## config.mk

```make
export PLATFORM = sky130hd
export DESIGN_NAME = rcr_top
export DESIGN_NICKNAME = d
export VERILOG_FILES = /design/src/design/rcr_pkg.sv /design/src/design/rcr_sync.sv /design/src/design/rcr_por_delay.sv /design/src/design/rcr_top.sv
export SDC_FILE = /design/constraint.sdc
export NUM_CORES = 1
export LEC_CHECK = 0
export BUFFER_PORTS_ARGS = -buffer_cell sky130_fd_sc_hd__clkbuf_2
export CORE_MARGIN = 2
export CORE_UTILIZATION = 49
export DETAILED_ROUTE_END_ITERATION = 6
export HOLD_SLACK_MARGIN = 0.1
export MAX_ROUTING_LAYER = met4
export PLACE_DENSITY = 0.78
export SYNTH_ARGS = -nofsm -noshare
export SYNTH_HDL_FRONTEND = slang
export SYNTH_SLANG_ARGS = --single-unit
export TNS_END_PERCENT = 50
```

## constraint.sdc

```tcl
create_clock -name aclk -period 2.4 [get_ports aclk]
set_input_delay 0.24 -clock aclk [delete_from_list [all_inputs] [get_ports aclk]]
set_output_delay 0.24 -clock aclk [all_outputs]
set_load 0.005 [all_outputs]
```

## src/design/rcr_pkg.sv

```systemverilog
// constants and types of the reset controller with supply monitor
package rcr_pkg;
  // ---------------------------------------------------------------
  // register bus
  // ---------------------------------------------------------------
  localparam int ADDR_W = 8;
  localparam int DATA_W = 32;
  localparam logic [ADDR_W-1:0] MON_CTRL_OFS = 8'h00;
  localparam logic [ADDR_W-1:0] RST_SRC_OFS = 8'h04;
  localparam logic [1:0] RESP_OKAY = 2'b00;
  localparam logic [1:0] RESP_SLVERR = 2'b10;
  // ---------------------------------------------------------------
  // field positions
  // ---------------------------------------------------------------
  localparam int MON_EN_BIT = 7;
  localparam int MON_STAT_BIT = 6;
  localparam int MON_LVL_BIT = 5;
  localparam int OTHER_RSF_BIT = 0;
  localparam int POR_FLAG_BIT = 1;
  localparam int SW_RSF_BIT = 4;
  localparam int FERR_BIT = 6;
  // ---------------------------------------------------------------
  // reset values
  // ---------------------------------------------------------------
  localparam logic MON_EN_RST = 1'b1;
  localparam logic MON_LVL_RST = 1'b0;
  localparam logic MON_SEL_RST = 1'b0;
  localparam logic [7:0] FLAGS_RST = 8'h00;
  localparam logic [7:0] PORT_LATCH_RST = 8'hff;
  localparam logic [15:0] RESET_VECTOR = 16'h0000;
  // ---------------------------------------------------------------
  // timing
  // ---------------------------------------------------------------
  localparam real CLK_PERIOD_NS = 8.0;
  localparam real POR_DELAY_MS = 0.3;
  localparam int POR_DELAY_CYC = int'($floor(POR_DELAY_MS * 1.0e6 / CLK_PERIOD_NS));
  localparam int WDT_DIV = 12;
  // ---------------------------------------------------------------
  // sequencer states
  // ---------------------------------------------------------------
  typedef enum logic [4:0]
  {
    ST_POR_HOLD = 5'b00001,
    ST_POR_WAIT = 5'b00010,
    ST_RUN = 5'b00100,
    ST_MON_HOLD = 5'b01000,
    ST_SRC_RST = 5'b10000
  } rcr_state_e;
endpackage

```

## src/design/rcr_sync.sv

```systemverilog
// two-flop synchroniser for asynchronous levels
`timescale 1ns/1ns
module rcr_sync
  import rcr_pkg::*;
#(
  parameter int W = 1
)
(
  input wire logic aclk,
  input wire logic aresetn,
  input wire logic [W-1:0] d,
  output logic [W-1:0] q
);
  logic [W-1:0] meta_q;
  logic [W-1:0] sync_q;

  always_ff @(posedge aclk)
  begin
    if (!aresetn)
    begin
      meta_q <= '0;
      sync_q <= '0;
    end
    else
    begin
      meta_q <= d;
      sync_q <= meta_q;
    end
  end

  assign q = sync_q;
endmodule // rcr_sync

```

## src/design/rcr_por_delay.sv

```systemverilog
// release delay counter: done after CYCLES cycles of run
`timescale 1ns/1ns
module rcr_por_delay
  import rcr_pkg::*;
#(
  parameter int CYCLES = POR_DELAY_CYC
)
(
  input wire logic aclk,
  input wire logic aresetn,
  input wire logic run,
  output logic done
);
  localparam int CW = $clog2(CYCLES + 1);
  localparam logic [CW-1:0] LAST = CW'(CYCLES);

  logic [CW-1:0] cnt_q;
  logic [CW-1:0] cnt_d;

  always_comb
  begin
    cnt_d = cnt_q;
    if (!run)
      cnt_d = '0;
    else if (cnt_q != LAST)
      cnt_d = cnt_q + CW'(1);
  end

  always_ff @(posedge aclk)
  begin
    if (!aresetn)
      cnt_q <= '0;
    else
      cnt_q <= cnt_d;
  end

  assign done = run && (cnt_q == LAST);
endmodule // rcr_por_delay

```

## src/design/rcr_top.sv

```systemverilog
// reset controller: power-on reset, supply monitor, register slave
`timescale 1ns/1ns
module rcr_top
  import rcr_pkg::*;
#(
  parameter int POR_DELAY_CYCLES = POR_DELAY_CYC
)
(
  input wire logic aclk,
  input wire logic aresetn,
  input wire logic [ADDR_W-1:0] s_axi_awaddr,
  input wire logic s_axi_awvalid,
  output logic s_axi_awready,
  input wire logic [DATA_W-1:0] s_axi_wdata,
  input wire logic [3:0] s_axi_wstrb,
  input wire logic s_axi_wvalid,
  output logic s_axi_wready,
  output logic [1:0] s_axi_bresp,
  output logic s_axi_bvalid,
  input wire logic s_axi_bready,
  input wire logic [ADDR_W-1:0] s_axi_araddr,
  input wire logic s_axi_arvalid,
  output logic s_axi_arready,
  output logic [DATA_W-1:0] s_axi_rdata,
  output logic [1:0] s_axi_rresp,
  output logic s_axi_rvalid,
  input wire logic s_axi_rready,
  input wire logic supply_above_rst,
  input wire logic supply_monitor_out,
  input wire logic other_reset_req,
  input wire logic flash_write_req,
  output logic flash_write_ok,
  input wire logic clk_switch_ext,
  input wire logic wdt_disable,
  input wire logic port_wr,
  input wire logic [7:0] port_wdata,
  output logic supply_monitor_enable,
  output logic supply_monitor_level_select,
  output logic core_reset,
  output logic rst_pin_o,
  output logic rst_pin_oe,
  output logic [7:0] port_latch_value,
  output logic port_open_drain,
  output logic weak_pullup_en,
  output logic clk_sel_internal,
  output logic wdt_enable,
  output logic wdt_tick,
  output logic [15:0] reset_vector,
  output logic data_mem_undefined
);
  // ---------------------------------------------------------------
  // synchronised analog inputs and release delay
  // ---------------------------------------------------------------
  logic vdd_ok_s;
  logic mon_good_s;
  logic por_done;
  rcr_state_e state_q;
  rcr_state_e state_d;

  rcr_sync #(.W(2)) u_sync
  (
    .aclk(aclk),
    .aresetn(aresetn),
    .d({supply_above_rst, supply_monitor_out}),
    .q({vdd_ok_s, mon_good_s})
  );

  rcr_por_delay #(.CYCLES(POR_DELAY_CYCLES)) u_delay
  (
    .aclk(aclk),
    .aresetn(aresetn),
    .run(state_q == ST_POR_WAIT),
    .done(por_done)
  );

  function automatic logic is_mapped(input logic [ADDR_W-1:0] a);
    is_mapped = (a == MON_CTRL_OFS) || (a == RST_SRC_OFS);
  endfunction

  // ---------------------------------------------------------------
  // register bus slave
  // ---------------------------------------------------------------
  logic aw_have_q, aw_have_d, w_have_q, w_have_d;
  logic [ADDR_W-1:0] awaddr_q, awaddr_d;
  logic [7:0] wbyte_q, wbyte_d;
  logic wlane_q, wlane_d;
  logic bvalid_q, bvalid_d, rvalid_q, rvalid_d;
  logic [1:0] bresp_q, bresp_d, rresp_q, rresp_d;
  logic [DATA_W-1:0] rdata_q, rdata_d;
  logic wr_fire;
  logic mon_en_q, mon_en_d, mon_lvl_q, mon_lvl_d, mon_sel_q, mon_sel_d;
  logic [7:0] flags_q, flags_d, cause_q, cause_d;
  logic [7:0] mon_ctrl_rd, rst_src_rd;

  assign s_axi_awready = !aw_have_q && !bvalid_q;
  assign s_axi_wready = !w_have_q && !bvalid_q;
  assign s_axi_arready = !rvalid_q;
  assign wr_fire = aw_have_q && w_have_q && !bvalid_q;

  always_comb
  begin
    mon_ctrl_rd = 8'h00;
    mon_ctrl_rd[MON_EN_BIT] = mon_en_q;
    mon_ctrl_rd[MON_STAT_BIT] = mon_good_s;
    mon_ctrl_rd[MON_LVL_BIT] = mon_lvl_q;
    rst_src_rd = flags_q;
  end

  always_comb
  begin
    aw_have_d = aw_have_q;
    w_have_d = w_have_q;
    awaddr_d = awaddr_q;
    wbyte_d = wbyte_q;
    wlane_d = wlane_q;
    bvalid_d = bvalid_q;
    bresp_d = bresp_q;
    rvalid_d = rvalid_q;
    rresp_d = rresp_q;
    rdata_d = rdata_q;
    if (s_axi_awvalid && s_axi_awready)
    begin
      aw_have_d = 1'b1;
      awaddr_d = s_axi_awaddr;
    end
    if (s_axi_wvalid && s_axi_wready)
    begin
      w_have_d = 1'b1;
      wbyte_d = s_axi_wdata[7:0];
      wlane_d = s_axi_wstrb[0];
    end
    if (wr_fire)
    begin
      aw_have_d = 1'b0;
      w_have_d = 1'b0;
      bvalid_d = 1'b1;
      bresp_d = is_mapped(awaddr_q) ? RESP_OKAY : RESP_SLVERR;
    end
    else if (bvalid_q && s_axi_bready)
      bvalid_d = 1'b0;
    if (s_axi_arvalid && s_axi_arready)
    begin
      rvalid_d = 1'b1;
      rresp_d = is_mapped(s_axi_araddr) ? RESP_OKAY : RESP_SLVERR;
      rdata_d = '0;
      if (s_axi_araddr == MON_CTRL_OFS)
        rdata_d[7:0] = mon_ctrl_rd;
      else if (s_axi_araddr == RST_SRC_OFS)
        rdata_d[7:0] = rst_src_rd;
    end
    else if (rvalid_q && s_axi_rready)
      rvalid_d = 1'b0;
  end

  assign s_axi_bvalid = bvalid_q;
  assign s_axi_bresp = bresp_q;
  assign s_axi_rvalid = rvalid_q;
  assign s_axi_rresp = rresp_q;
  assign s_axi_rdata = rdata_q;

  // ---------------------------------------------------------------
  // monitor control and reset sequencing
  // ---------------------------------------------------------------
  logic in_reset_d, pin_drive_d, sw_wr, ctl_wr, src_wr;
  logic mon_trip, flash_bad;
  logic core_reset_q, pin_oe_q, clk_int_q, clk_int_d, wdt_en_q, wdt_en_d;
  logic [7:0] port_q, port_d;
  logic [3:0] wdt_cnt_q, wdt_cnt_d;
  logic wdt_tick_q, wdt_tick_d;

  // writes are dropped while the core is held in reset
  assign ctl_wr = wr_fire && wlane_q && !core_reset_q && awaddr_q == MON_CTRL_OFS;
  assign src_wr = wr_fire && wlane_q && !core_reset_q && awaddr_q == RST_SRC_OFS;
  assign sw_wr = src_wr && wbyte_q[SW_RSF_BIT];
  assign mon_trip = mon_en_q && mon_sel_q && !mon_good_s;
  assign flash_bad = flash_write_req && !mon_en_q;
  assign flash_write_ok = flash_write_req && mon_en_q && !core_reset_q;

  always_comb
  begin
    state_d = state_q;
    flags_d = flags_q;
    cause_d = cause_q;
    unique case (state_q)
      ST_POR_HOLD:
        if (vdd_ok_s)
          state_d = ST_POR_WAIT;
      ST_POR_WAIT:
        if (!vdd_ok_s)
          state_d = ST_POR_HOLD;
        else if (por_done)
        begin
          state_d = ST_RUN;
          flags_d = FLAGS_RST;
          flags_d[POR_FLAG_BIT] = 1'b1;
        end
      ST_RUN:
        if (!vdd_ok_s)
          state_d = ST_POR_HOLD;
        else if (mon_trip)
          state_d = ST_MON_HOLD;
        else if (flash_bad || sw_wr || other_reset_req)
        begin
          state_d = ST_SRC_RST;
          cause_d = FLAGS_RST;
          if (flash_bad)
            cause_d[FERR_BIT] = 1'b1;
          else if (sw_wr)
            cause_d[SW_RSF_BIT] = 1'b1;
          else
            cause_d[OTHER_RSF_BIT] = 1'b1;
        end
      ST_MON_HOLD:
        if (!vdd_ok_s)
          state_d = ST_POR_HOLD;
        else if (mon_good_s)
        begin
          state_d = ST_RUN;
          flags_d = FLAGS_RST;
        end
      ST_SRC_RST:
      begin
        state_d = ST_RUN;
        flags_d = cause_q;
      end
    endcase
  end

  assign in_reset_d = state_d != ST_RUN;
  assign pin_drive_d = state_d inside {ST_POR_HOLD, ST_POR_WAIT, ST_MON_HOLD};

  always_comb
  begin
    mon_en_d = mon_en_q;
    mon_lvl_d = mon_lvl_q;
    mon_sel_d = mon_sel_q;
    if (ctl_wr)
    begin
      mon_en_d = wbyte_q[MON_EN_BIT];
      mon_lvl_d = wbyte_q[MON_LVL_BIT];
    end
    if (src_wr)
      mon_sel_d = wbyte_q[POR_FLAG_BIT];
    if (in_reset_d)
      mon_lvl_d = MON_LVL_RST;
    if (state_d == ST_POR_HOLD || state_d == ST_POR_WAIT)
    begin
      mon_en_d = MON_EN_RST;
      mon_sel_d = MON_SEL_RST;
    end
  end

  always_comb
  begin
    port_d = port_q;
    clk_int_d = clk_int_q;
    wdt_en_d = wdt_en_q;
    wdt_cnt_d = (wdt_cnt_q == 4'(WDT_DIV - 1)) ? 4'h0 : wdt_cnt_q + 4'h1;
    wdt_tick_d = !in_reset_d && wdt_en_q && wdt_cnt_q == 4'(WDT_DIV - 1);
    if (port_wr)
      port_d = port_wdata;
    if (clk_switch_ext)
      clk_int_d = 1'b0;
    if (wdt_disable)
      wdt_en_d = 1'b0;
    if (in_reset_d)
    begin
      port_d = PORT_LATCH_RST;
      clk_int_d = 1'b1;
      wdt_en_d = 1'b1;
      wdt_cnt_d = 4'h0;
    end
  end

  always_ff @(posedge aclk)
  begin
    if (!aresetn)
    begin
      aw_have_q <= 1'b0;
      w_have_q <= 1'b0;
      awaddr_q <= '0;
      wbyte_q <= 8'h00;
      wlane_q <= 1'b0;
      bvalid_q <= 1'b0;
      bresp_q <= RESP_OKAY;
      rvalid_q <= 1'b0;
      rresp_q <= RESP_OKAY;
      rdata_q <= '0;
      state_q <= ST_POR_HOLD;
      flags_q <= FLAGS_RST;
      cause_q <= FLAGS_RST;
      mon_en_q <= MON_EN_RST;
      mon_lvl_q <= MON_LVL_RST;
      mon_sel_q <= MON_SEL_RST;
      core_reset_q <= 1'b1;
      pin_oe_q <= 1'b1;
      port_q <= PORT_LATCH_RST;
      clk_int_q <= 1'b1;
      wdt_en_q <= 1'b1;
      wdt_cnt_q <= 4'h0;
      wdt_tick_q <= 1'b0;
    end
    else
    begin
      aw_have_q <= aw_have_d;
      w_have_q <= w_have_d;
      awaddr_q <= awaddr_d;
      wbyte_q <= wbyte_d;
      wlane_q <= wlane_d;
      bvalid_q <= bvalid_d;
      bresp_q <= bresp_d;
      rvalid_q <= rvalid_d;
      rresp_q <= rresp_d;
      rdata_q <= rdata_d;
      state_q <= state_d;
      flags_q <= flags_d;
      cause_q <= cause_d;
      mon_en_q <= mon_en_d;
      mon_lvl_q <= mon_lvl_d;
      mon_sel_q <= mon_sel_d;
      core_reset_q <= in_reset_d;
      pin_oe_q <= pin_drive_d;
      port_q <= port_d;
      clk_int_q <= clk_int_d;
      wdt_en_q <= wdt_en_d;
      wdt_cnt_q <= wdt_cnt_d;
      wdt_tick_q <= wdt_tick_d;
    end
  end

  // ---------------------------------------------------------------
  // outputs
  // ---------------------------------------------------------------
  assign supply_monitor_enable = mon_en_q;
  assign supply_monitor_level_select = mon_lvl_q;
  assign core_reset = core_reset_q;
  assign rst_pin_o = 1'b0;
  assign rst_pin_oe = pin_oe_q;
  assign port_latch_value = port_q;
  assign port_open_drain = core_reset_q;
  assign weak_pullup_en = 1'b1;
  assign clk_sel_internal = clk_int_q;
  assign wdt_enable = wdt_en_q;
  assign wdt_tick = wdt_tick_q;
  assign reset_vector = RESET_VECTOR;
  assign data_mem_undefined = flags_q[POR_FLAG_BIT];

  // cycles since the last watchdog tick, f when none seen since reset
  logic [3:0] tick_gap_q;
  logic [3:0] tick_gap_d;

  always_comb
  begin
    tick_gap_d = tick_gap_q;
    if (core_reset)
      tick_gap_d = 4'hf;
    else if (wdt_tick)
      tick_gap_d = 4'h0;
    else if (tick_gap_q != 4'hf)
      tick_gap_d = tick_gap_q + 4'h1;
  end

  always_ff @(posedge aclk)
  begin
    if (!aresetn)
      tick_gap_q <= 4'hf;
    else
      tick_gap_q <= tick_gap_d;
  end
endmodule // rcr_top

```

; Yosys cells after proc, flatten, opt, wreduce, memory -nomap -nowiden
; Index checks and enable logic that the tools add are counted.
[op_classes]
add_sub_neg = 2
n_eq_ne = 18
muxes = 27
n_bitwise = 2
reduce_logical = 48
[op_table]
columns = cell, count
row1 = $mux 8, 6
row2 = $mux 5, 8
row3 = $pmux 5 s5, 1
row4 = $pmux 8 s3, 1
row5 = $logic_and 1x1->1, 22
row6 = $add 16x1->16 const B, 1
row7 = $eq 16x16->1 const B, 1
row8 = $eq 8x3->1 const B, 2
row9 = $logic_not 8->1, 2
row10 = $ne 16x16->1 const B, 1
row11 = $eq 5x1->1 const B, 2
row12 = $eq 5x2->1 const B, 2
row13 = $eq 5x4->1 const B, 2
row14 = $mux 1, 9
row15 = $logic_not 1->1, 8
row16 = $reduce_bool 3->1, 2
row17 = $reduce_or 2->1, 3
row18 = $eq 5x3->1 const B, 1
row19 = $eq 5x5->1 const B, 1
row20 = $logic_or 1x1->1, 5
row21 = $ne 5x3->1 const B, 1
row22 = $reduce_and 5->1, 1
row23 = $add 4x1->4 const B, 1
row24 = $eq 4x4->1 const B, 1
row25 = 8 further kinds, 13
[word_totals]
ff_bits = 89

; Depth between registers and ports, before layout
[depth]
depth_word = 16
ltp_mapped = 9
depth_no_buf = 8

; Hierarchy
; From an unflattened synthesis, not the netlist that was laid out.
[hier_totals]
cells_unflattened = 434
hier_area_um2 = 3803.6
[by_module_without_submodules]
columns = mod, n_inst, cells_per_inst, area_per_inst_um2, seq_area_each_um2
row1 = rcr_top, 1, 333, 2910.3, 1141.1
row2 = rcr_por_delay, 1, 93, 788.3, 320.3
row3 = rcr_sync, 1, 8, 105.1, 80.1

; Worst setup path after synthesis
; OpenSTA, ideal clock, no wires.
[synth_timing]
kind = reg-to-reg
start = reg state_q[3]
end = reg clk_int_q, in the netlist clk_sel_internal
setup_ns = 0.116
arrival_ns = 2.030
t_required_ns = 2.284
setup_slack_ns = 0.253
path_stages_with_launch = 9
path_cell_list = dfxtp_1 -> buf_6 -> nand2b_4 -> o21bai_1 -> or4_4 -> o2bb2ai_2 -> nor4_4 -> buf_6 -> o21ai_2
[synth_via]
elab_chain_len = 7
word_cells_on_any_way = 17
[synth_rtl]
columns = element, line
row1 = "start, declared", rcr_top.sv:57  ; rcr_state_e state_q;
row2 = "start signal, assigned", rcr_top.sv:315  ; state_q <= state_d;
row3 = $eq 5x2->1, "rcr_top.sv:72, rcr_top.sv:184"
row4 = $logic_and 1x1->1, rcr_por_delay.sv:37  ; assign done = run && (cnt_q == LAST);
row5 = $mux 5, rcr_top.sv:191  ; else if (por_done)
row6 = $mux 5, rcr_top.sv:189  ; if (!vdd_ok_s)
row7 = $pmux 5 s5 (*), rcr_top.sv:184  ; unique case (state_q)
row8 = $ne 5x3->1 (*), rcr_top.sv:229  ; assign in_reset_d = state_d != ST_RUN;
row9 = $reduce_or 2->1 (no source line) (*), n/a
row10 = "end signal, assigned", rcr_top.sv:324  ; clk_int_q <= clk_int_d;
row11 = "end, declared", rcr_top.sv:166  ; logic core_reset_q, pin_oe_q, clk_int_q, clk_int_d, wdt_en_q, wdt_en_d;
; Mark *: on every way between the ends. The rest lies on a longest branch, timed or not.
; A chain may end at the register's enable or synchronous reset.

; Worst setup path after layout
[layout_timing]
start = reg state_q[0]
end = reg wdt_cnt_q[0]
[layout_via]
elab_chain_len = 7
word_cells_on_any_way = 17
[layout_rtl]
columns = element, line
row1 = $eq 5x2->1, "rcr_top.sv:72, rcr_top.sv:184"
row2 = $logic_and 1x1->1, rcr_por_delay.sv:37
row3 = $mux 5, rcr_top.sv:191
row4 = $mux 5, rcr_top.sv:189
row5 = $pmux 5 s5 (*), rcr_top.sv:184
row6 = $ne 5x3->1 (*), rcr_top.sv:229
row7 = $reduce_or 3->1 (no source line) (*), n/a
row8 = "end signal, assigned", rcr_top.sv:326  ; wdt_cnt_q <= wdt_cnt_d;
row9 = "end, declared", rcr_top.sv:168  ; logic [3:0] wdt_cnt_q, wdt_cnt_d;
; Marks and branches as above.

==> impl_metrics.yaml <==
yosys:
  synth.cell_area_mm2: 0.00377
  ys.warnings.count: 0
  syn_inst: 436
  ys_seq_area_share_pct: 40.9
  synth_ff_type: "sky130_fd_sc_hd__dfxtp_1"
  synth_seq_cells: 77
  synth.lib_cells_used.distinct: 59
  synth-edff-count: 0
  synth.avg_cell_area_um2: 8.65
  synth-async-reset-ratio_pct: 0
global_route:
  global_route.overflow_total: 0
  vias_in_the_first_global_route: 3035
  grt_max_degree: 29
  grt_pass1_wl_mm: 13.5
  grt_usage_pct: 20.5
  initial_antenna_violation_count: 0
timing:
  skew_ns: 0.0148
  tightest_slew_ns: 0.503
  final.period_utilization_pct: 95.8
  final_hold_violations: 0
  grt_setup_unrepaired: "no"
  clock.fmax_mhz: 435
  headroom_to_the_max_slew_limit_pct: 66.0
  fin_crit_ns: 2.30
  totalNegativeSetupSlack_ns: 0
  setup_slack_ns: 0.101
  maxSlewViolCount: 0
  setup-violations-final: 0
final_layout:
  num_antenna_cells: 0
  area_of_all_sequential_standard_cells_mm2: 0.00154
  final_layout_size_suffix_gt1_share_pct: 23.3
  multi_input_area_mm2: 0.00192
  filler_cell_count: 635
  num-nets-final: 613
  area_growth_syn_to_layout_pct: 19.7
  final_core_util_pct: 61.3
worst_setup_path:
  crit-reg2reg-capture: "wdt_cnt_q[0]$_SDFF_PP0_"
  depth_of_the_worst_register_to_register_path: 6
  setup.worst_path.start_class: "flop"
  cp-end-kind: "flop"
  critical_path_arrival_ns: 2.59
  critical_path_required_ns: 2.69
  reg2reg_setup_slack_ns: 0.10
  crit_path_max_fanout: 17
  worst_r2r_start: "state_q[0]$_SDFF_PN1_"
  criticalPathCategory: "flop to flop"
clock_tree:
  htree_depth: 3
  deepest_clock_path_buffer_count: 2
  clock_sink_count: 77
  clk_pin_slew_ns: 0.09
  clock_insertion_delay_worst_skew_ns: 0.36
  clock_root_buffer: "sky130_fd_sc_hd__clkbuf_8"
  cts_tree: "done"
  numCtsBuffers: 9
power:
  max_ir_drop_vdd_uv: 470
  final_total_power_uw: 2500
  leakage_uw: 0.00189
  p_per_area_mw_per_mm2: 554
routing:
  detailroute.via_count: 3188
  number_of_iterations_in_the_first_detailed_routing_pass: 4
  detail_route.vias_per_cell: 4.98
  route.detailed.wl_per_inst_um: 12.9
  route.detailed.drc: 0
  totalWireLength_mm: 8.23
  route.antenna.remaining_nets: 0
  drt_iter0_markers: 109
placed_design:
  dpl_worst_slack_ns: 0.0495
  place_congestion: 0.806
  hpwlAfterDp_mm: 5.79
  placement.io_buffers: 73
floorplan:
  chipHeight_um: 91.7
  die-area_mm2: 0.00842
  design.portCount: 151
  initial_utilization_pct: 51.2
  floorplan.rows: 31
  die_w_um: 91.7
  coreArea_mm2: 0.00737
outcome:
  outcome: "completed"
worst_hold_path:
  hold_path_startpoint: "s_axi_wdata[7]"
  hold_path_class: "primary input to flop"
  hold_end: "wbyte_q[7]$_SDFFE_PN0P_"
  min_path_cells: 3
job:
  max-cap-violations: 0
layout by cell type, fill, tap and decap left out, types with 2 or more instances in the layout:
cell type                       instances
sky130_fd_sc_hd__o211ai_1               2
sky130_fd_sc_hd__nor4_4                 2
sky130_fd_sc_hd__nor2_1                56
sky130_fd_sc_hd__nand3_1                7
sky130_fd_sc_hd__nor3b_1                3
sky130_fd_sc_hd__nand2_1               40
sky130_fd_sc_hd__or4_4                  2
sky130_fd_sc_hd__a21oi_1               23
sky130_fd_sc_hd__xnor2_1                7
sky130_fd_sc_hd__and3_1                 4
sky130_fd_sc_hd__a32oi_1                4
sky130_fd_sc_hd__nand2_2                8
sky130_fd_sc_hd__nor4_1                 5
sky130_fd_sc_hd__clkbuf_2              73
sky130_fd_sc_hd__or4b_1                 2
sky130_fd_sc_hd__clkbuf_8               9
sky130_fd_sc_hd__or3_1                  3
sky130_fd_sc_hd__and2_1                 9
sky130_fd_sc_hd__nand2b_1               7
sky130_fd_sc_hd__a22oi_1                7
sky130_fd_sc_hd__xor2_1                 9
sky130_fd_sc_hd__nand4_1                5
sky130_fd_sc_hd__mux2i_1               16
sky130_fd_sc_hd__dfxtp_1               77
sky130_fd_sc_hd__dlygate4sd3_1         20
sky130_fd_sc_hd__nor3_1                 4
sky130_fd_sc_hd__and3b_1                2
sky130_fd_sc_hd__inv_1                 12
sky130_fd_sc_hd__inv_6                  3
sky130_fd_sc_hd__and4_1                 2
sky130_fd_sc_hd__conb_1                46
sky130_fd_sc_hd__nor2b_1                8
sky130_fd_sc_hd__o21ai_0               14
sky130_fd_sc_hd__buf_4                 14
sky130_fd_sc_hd__ha_1                   3
sky130_fd_sc_hd__or2_2                  2
sky130_fd_sc_hd__a31oi_1                3
what timing repair did:
| item | CTS | global route |
|---|---|---|
| hold buffers | 20 | 0 |
| endpoints found under the hold margin | 20 | 0 |
| setup endpoints to repair | 0 | 5 |
| setup buffers | 0 | 0 |
| gates resized for setup | 0 | 1 |
through the flow:
stage                     instance area, um^2  std cells  hold slack (ns)
after global routing                     4520        640            0.115
after detailed placement                 4120        604            0.423
after CTS                                4510        640            0.101
after floorplan                          3940        480            0.319
after global placement                   4120        604            0.417
final                                    4520        640            0.116
layout make-up:
type,instances,share of cell area (%)
clock inverters,7,1.50
repair buffers,108,15.3
inverters,14,1.16
clock buffers,9,2.74
flip-flops and latches,77,34.1
well taps,99,2.74
multi-input cells,326,42.4
worst max-delay path, stage by stage (launching register included):
cell and delay, ns:
sky130_fd_sc_hd__dfxtp_1 0.41, sky130_fd_sc_hd__or2_2 0.36, sky130_fd_sc_hd__o311ai_0 0.46, sky130_fd_sc_hd__nand3_1 0.23, sky130_fd_sc_hd__nor4_4 0.37, sky130_fd_sc_hd__buf_12 0.20
sky130_fd_sc_hd__nor3b_1 0.19
registers in the layout, indices dropped and copies added, names as in the netlist, 2 cells and up:
register and count:
wbyte_q 4, port_latch_value 8, s_axi_rdata 6, u_delay.cnt_q 16, wdt_cnt_q 4, state_q 5, u_sync.q 2, flags_q 4
u_sync.meta_q 2, cause_q 3, awaddr_q 8
power by group:
group	internal (uW)	switching [uW]	leakage, uW
combinational	104	122	0.00117
clock	402	547	0.0000993
sequential	1300	21.0	0.000625
synth_stat cells, types with 5 or more instances:
cell	n	area share, %
sky130_fd_sc_hd__nand4_1	5	0.83
sky130_fd_sc_hd__a21oi_1	23	3.1
sky130_fd_sc_hd__inv_1	12	1.2
sky130_fd_sc_hd__nor2b_1	8	1.3
sky130_fd_sc_hd__buf_4	48	9.6
sky130_fd_sc_hd__dfxtp_1	77	41
sky130_fd_sc_hd__xor2_1	10	2.3
sky130_fd_sc_hd__nor4_1	5	0.83
sky130_fd_sc_hd__o21ai_0	14	1.9
sky130_fd_sc_hd__nand3_1	7	0.93
sky130_fd_sc_hd__clkbuf_1	9	0.90
sky130_fd_sc_hd__mux2i_1	16	4.2
sky130_fd_sc_hd__xnor2_1	7	1.6
sky130_fd_sc_hd__a22oi_1	7	1.4
sky130_fd_sc_hd__nand2b_1	7	1.2
sky130_fd_sc_hd__nor2_1	56	5.6
sky130_fd_sc_hd__and2_1	9	1.5
sky130_fd_sc_hd__nand2_2	8	1.3
sky130_fd_sc_hd__nand2_1	40	4.0
cells by family after synthesis:
family | after synthesis | synth area share (%)
buffers and inverters | 77 | 12.9
adder cells (fa/ha/maj) | 3 | 0.995
other | 2 | 0.199
AND/OR/NAND/NOR | 177 | 24.7
XOR/XNOR | 17 | 3.95
flip-flops | 77 | 40.9
multiplexers | 17 | 4.54
AO/OA/AOI/OAI | 66 | 11.8
metal layers:
metal  GRT usage (%)  wire length, um  vias up
met2            36.3             4300      105
met1            21.8             3320     1477
li1                -                -     1590
met5               -                0        -
met3            6.08              506       16
met4            6.72              105        0
worst max path at each step:
stage                                     start                            end  slack (ns)  cells past startpoint
final                     state_q[0]$_SDFF_PN1_        wdt_cnt_q[0]$_SDFF_PP0_        0.10                      6
after floorplan           state_q[3]$_SDFF_PN0_  clk_sel_internal$_SDFFE_PP1P_        0.25                      8
after CTS                 state_q[4]$_SDFF_PN0_        wdt_cnt_q[0]$_SDFF_PP0_        0.02                      6
after global routing      state_q[0]$_SDFF_PN1_        wdt_cnt_q[0]$_SDFF_PP0_       0.003                      6
after detailed placement  state_q[4]$_SDFF_PN0_        wdt_cnt_q[0]$_SDFF_PP0_        0.05                      6
after global placement    state_q[4]$_SDFF_PN0_        wdt_cnt_q[0]$_SDFF_PP0_         0.1                      6
Note: power is estimated with default switching activity, not from simulation.
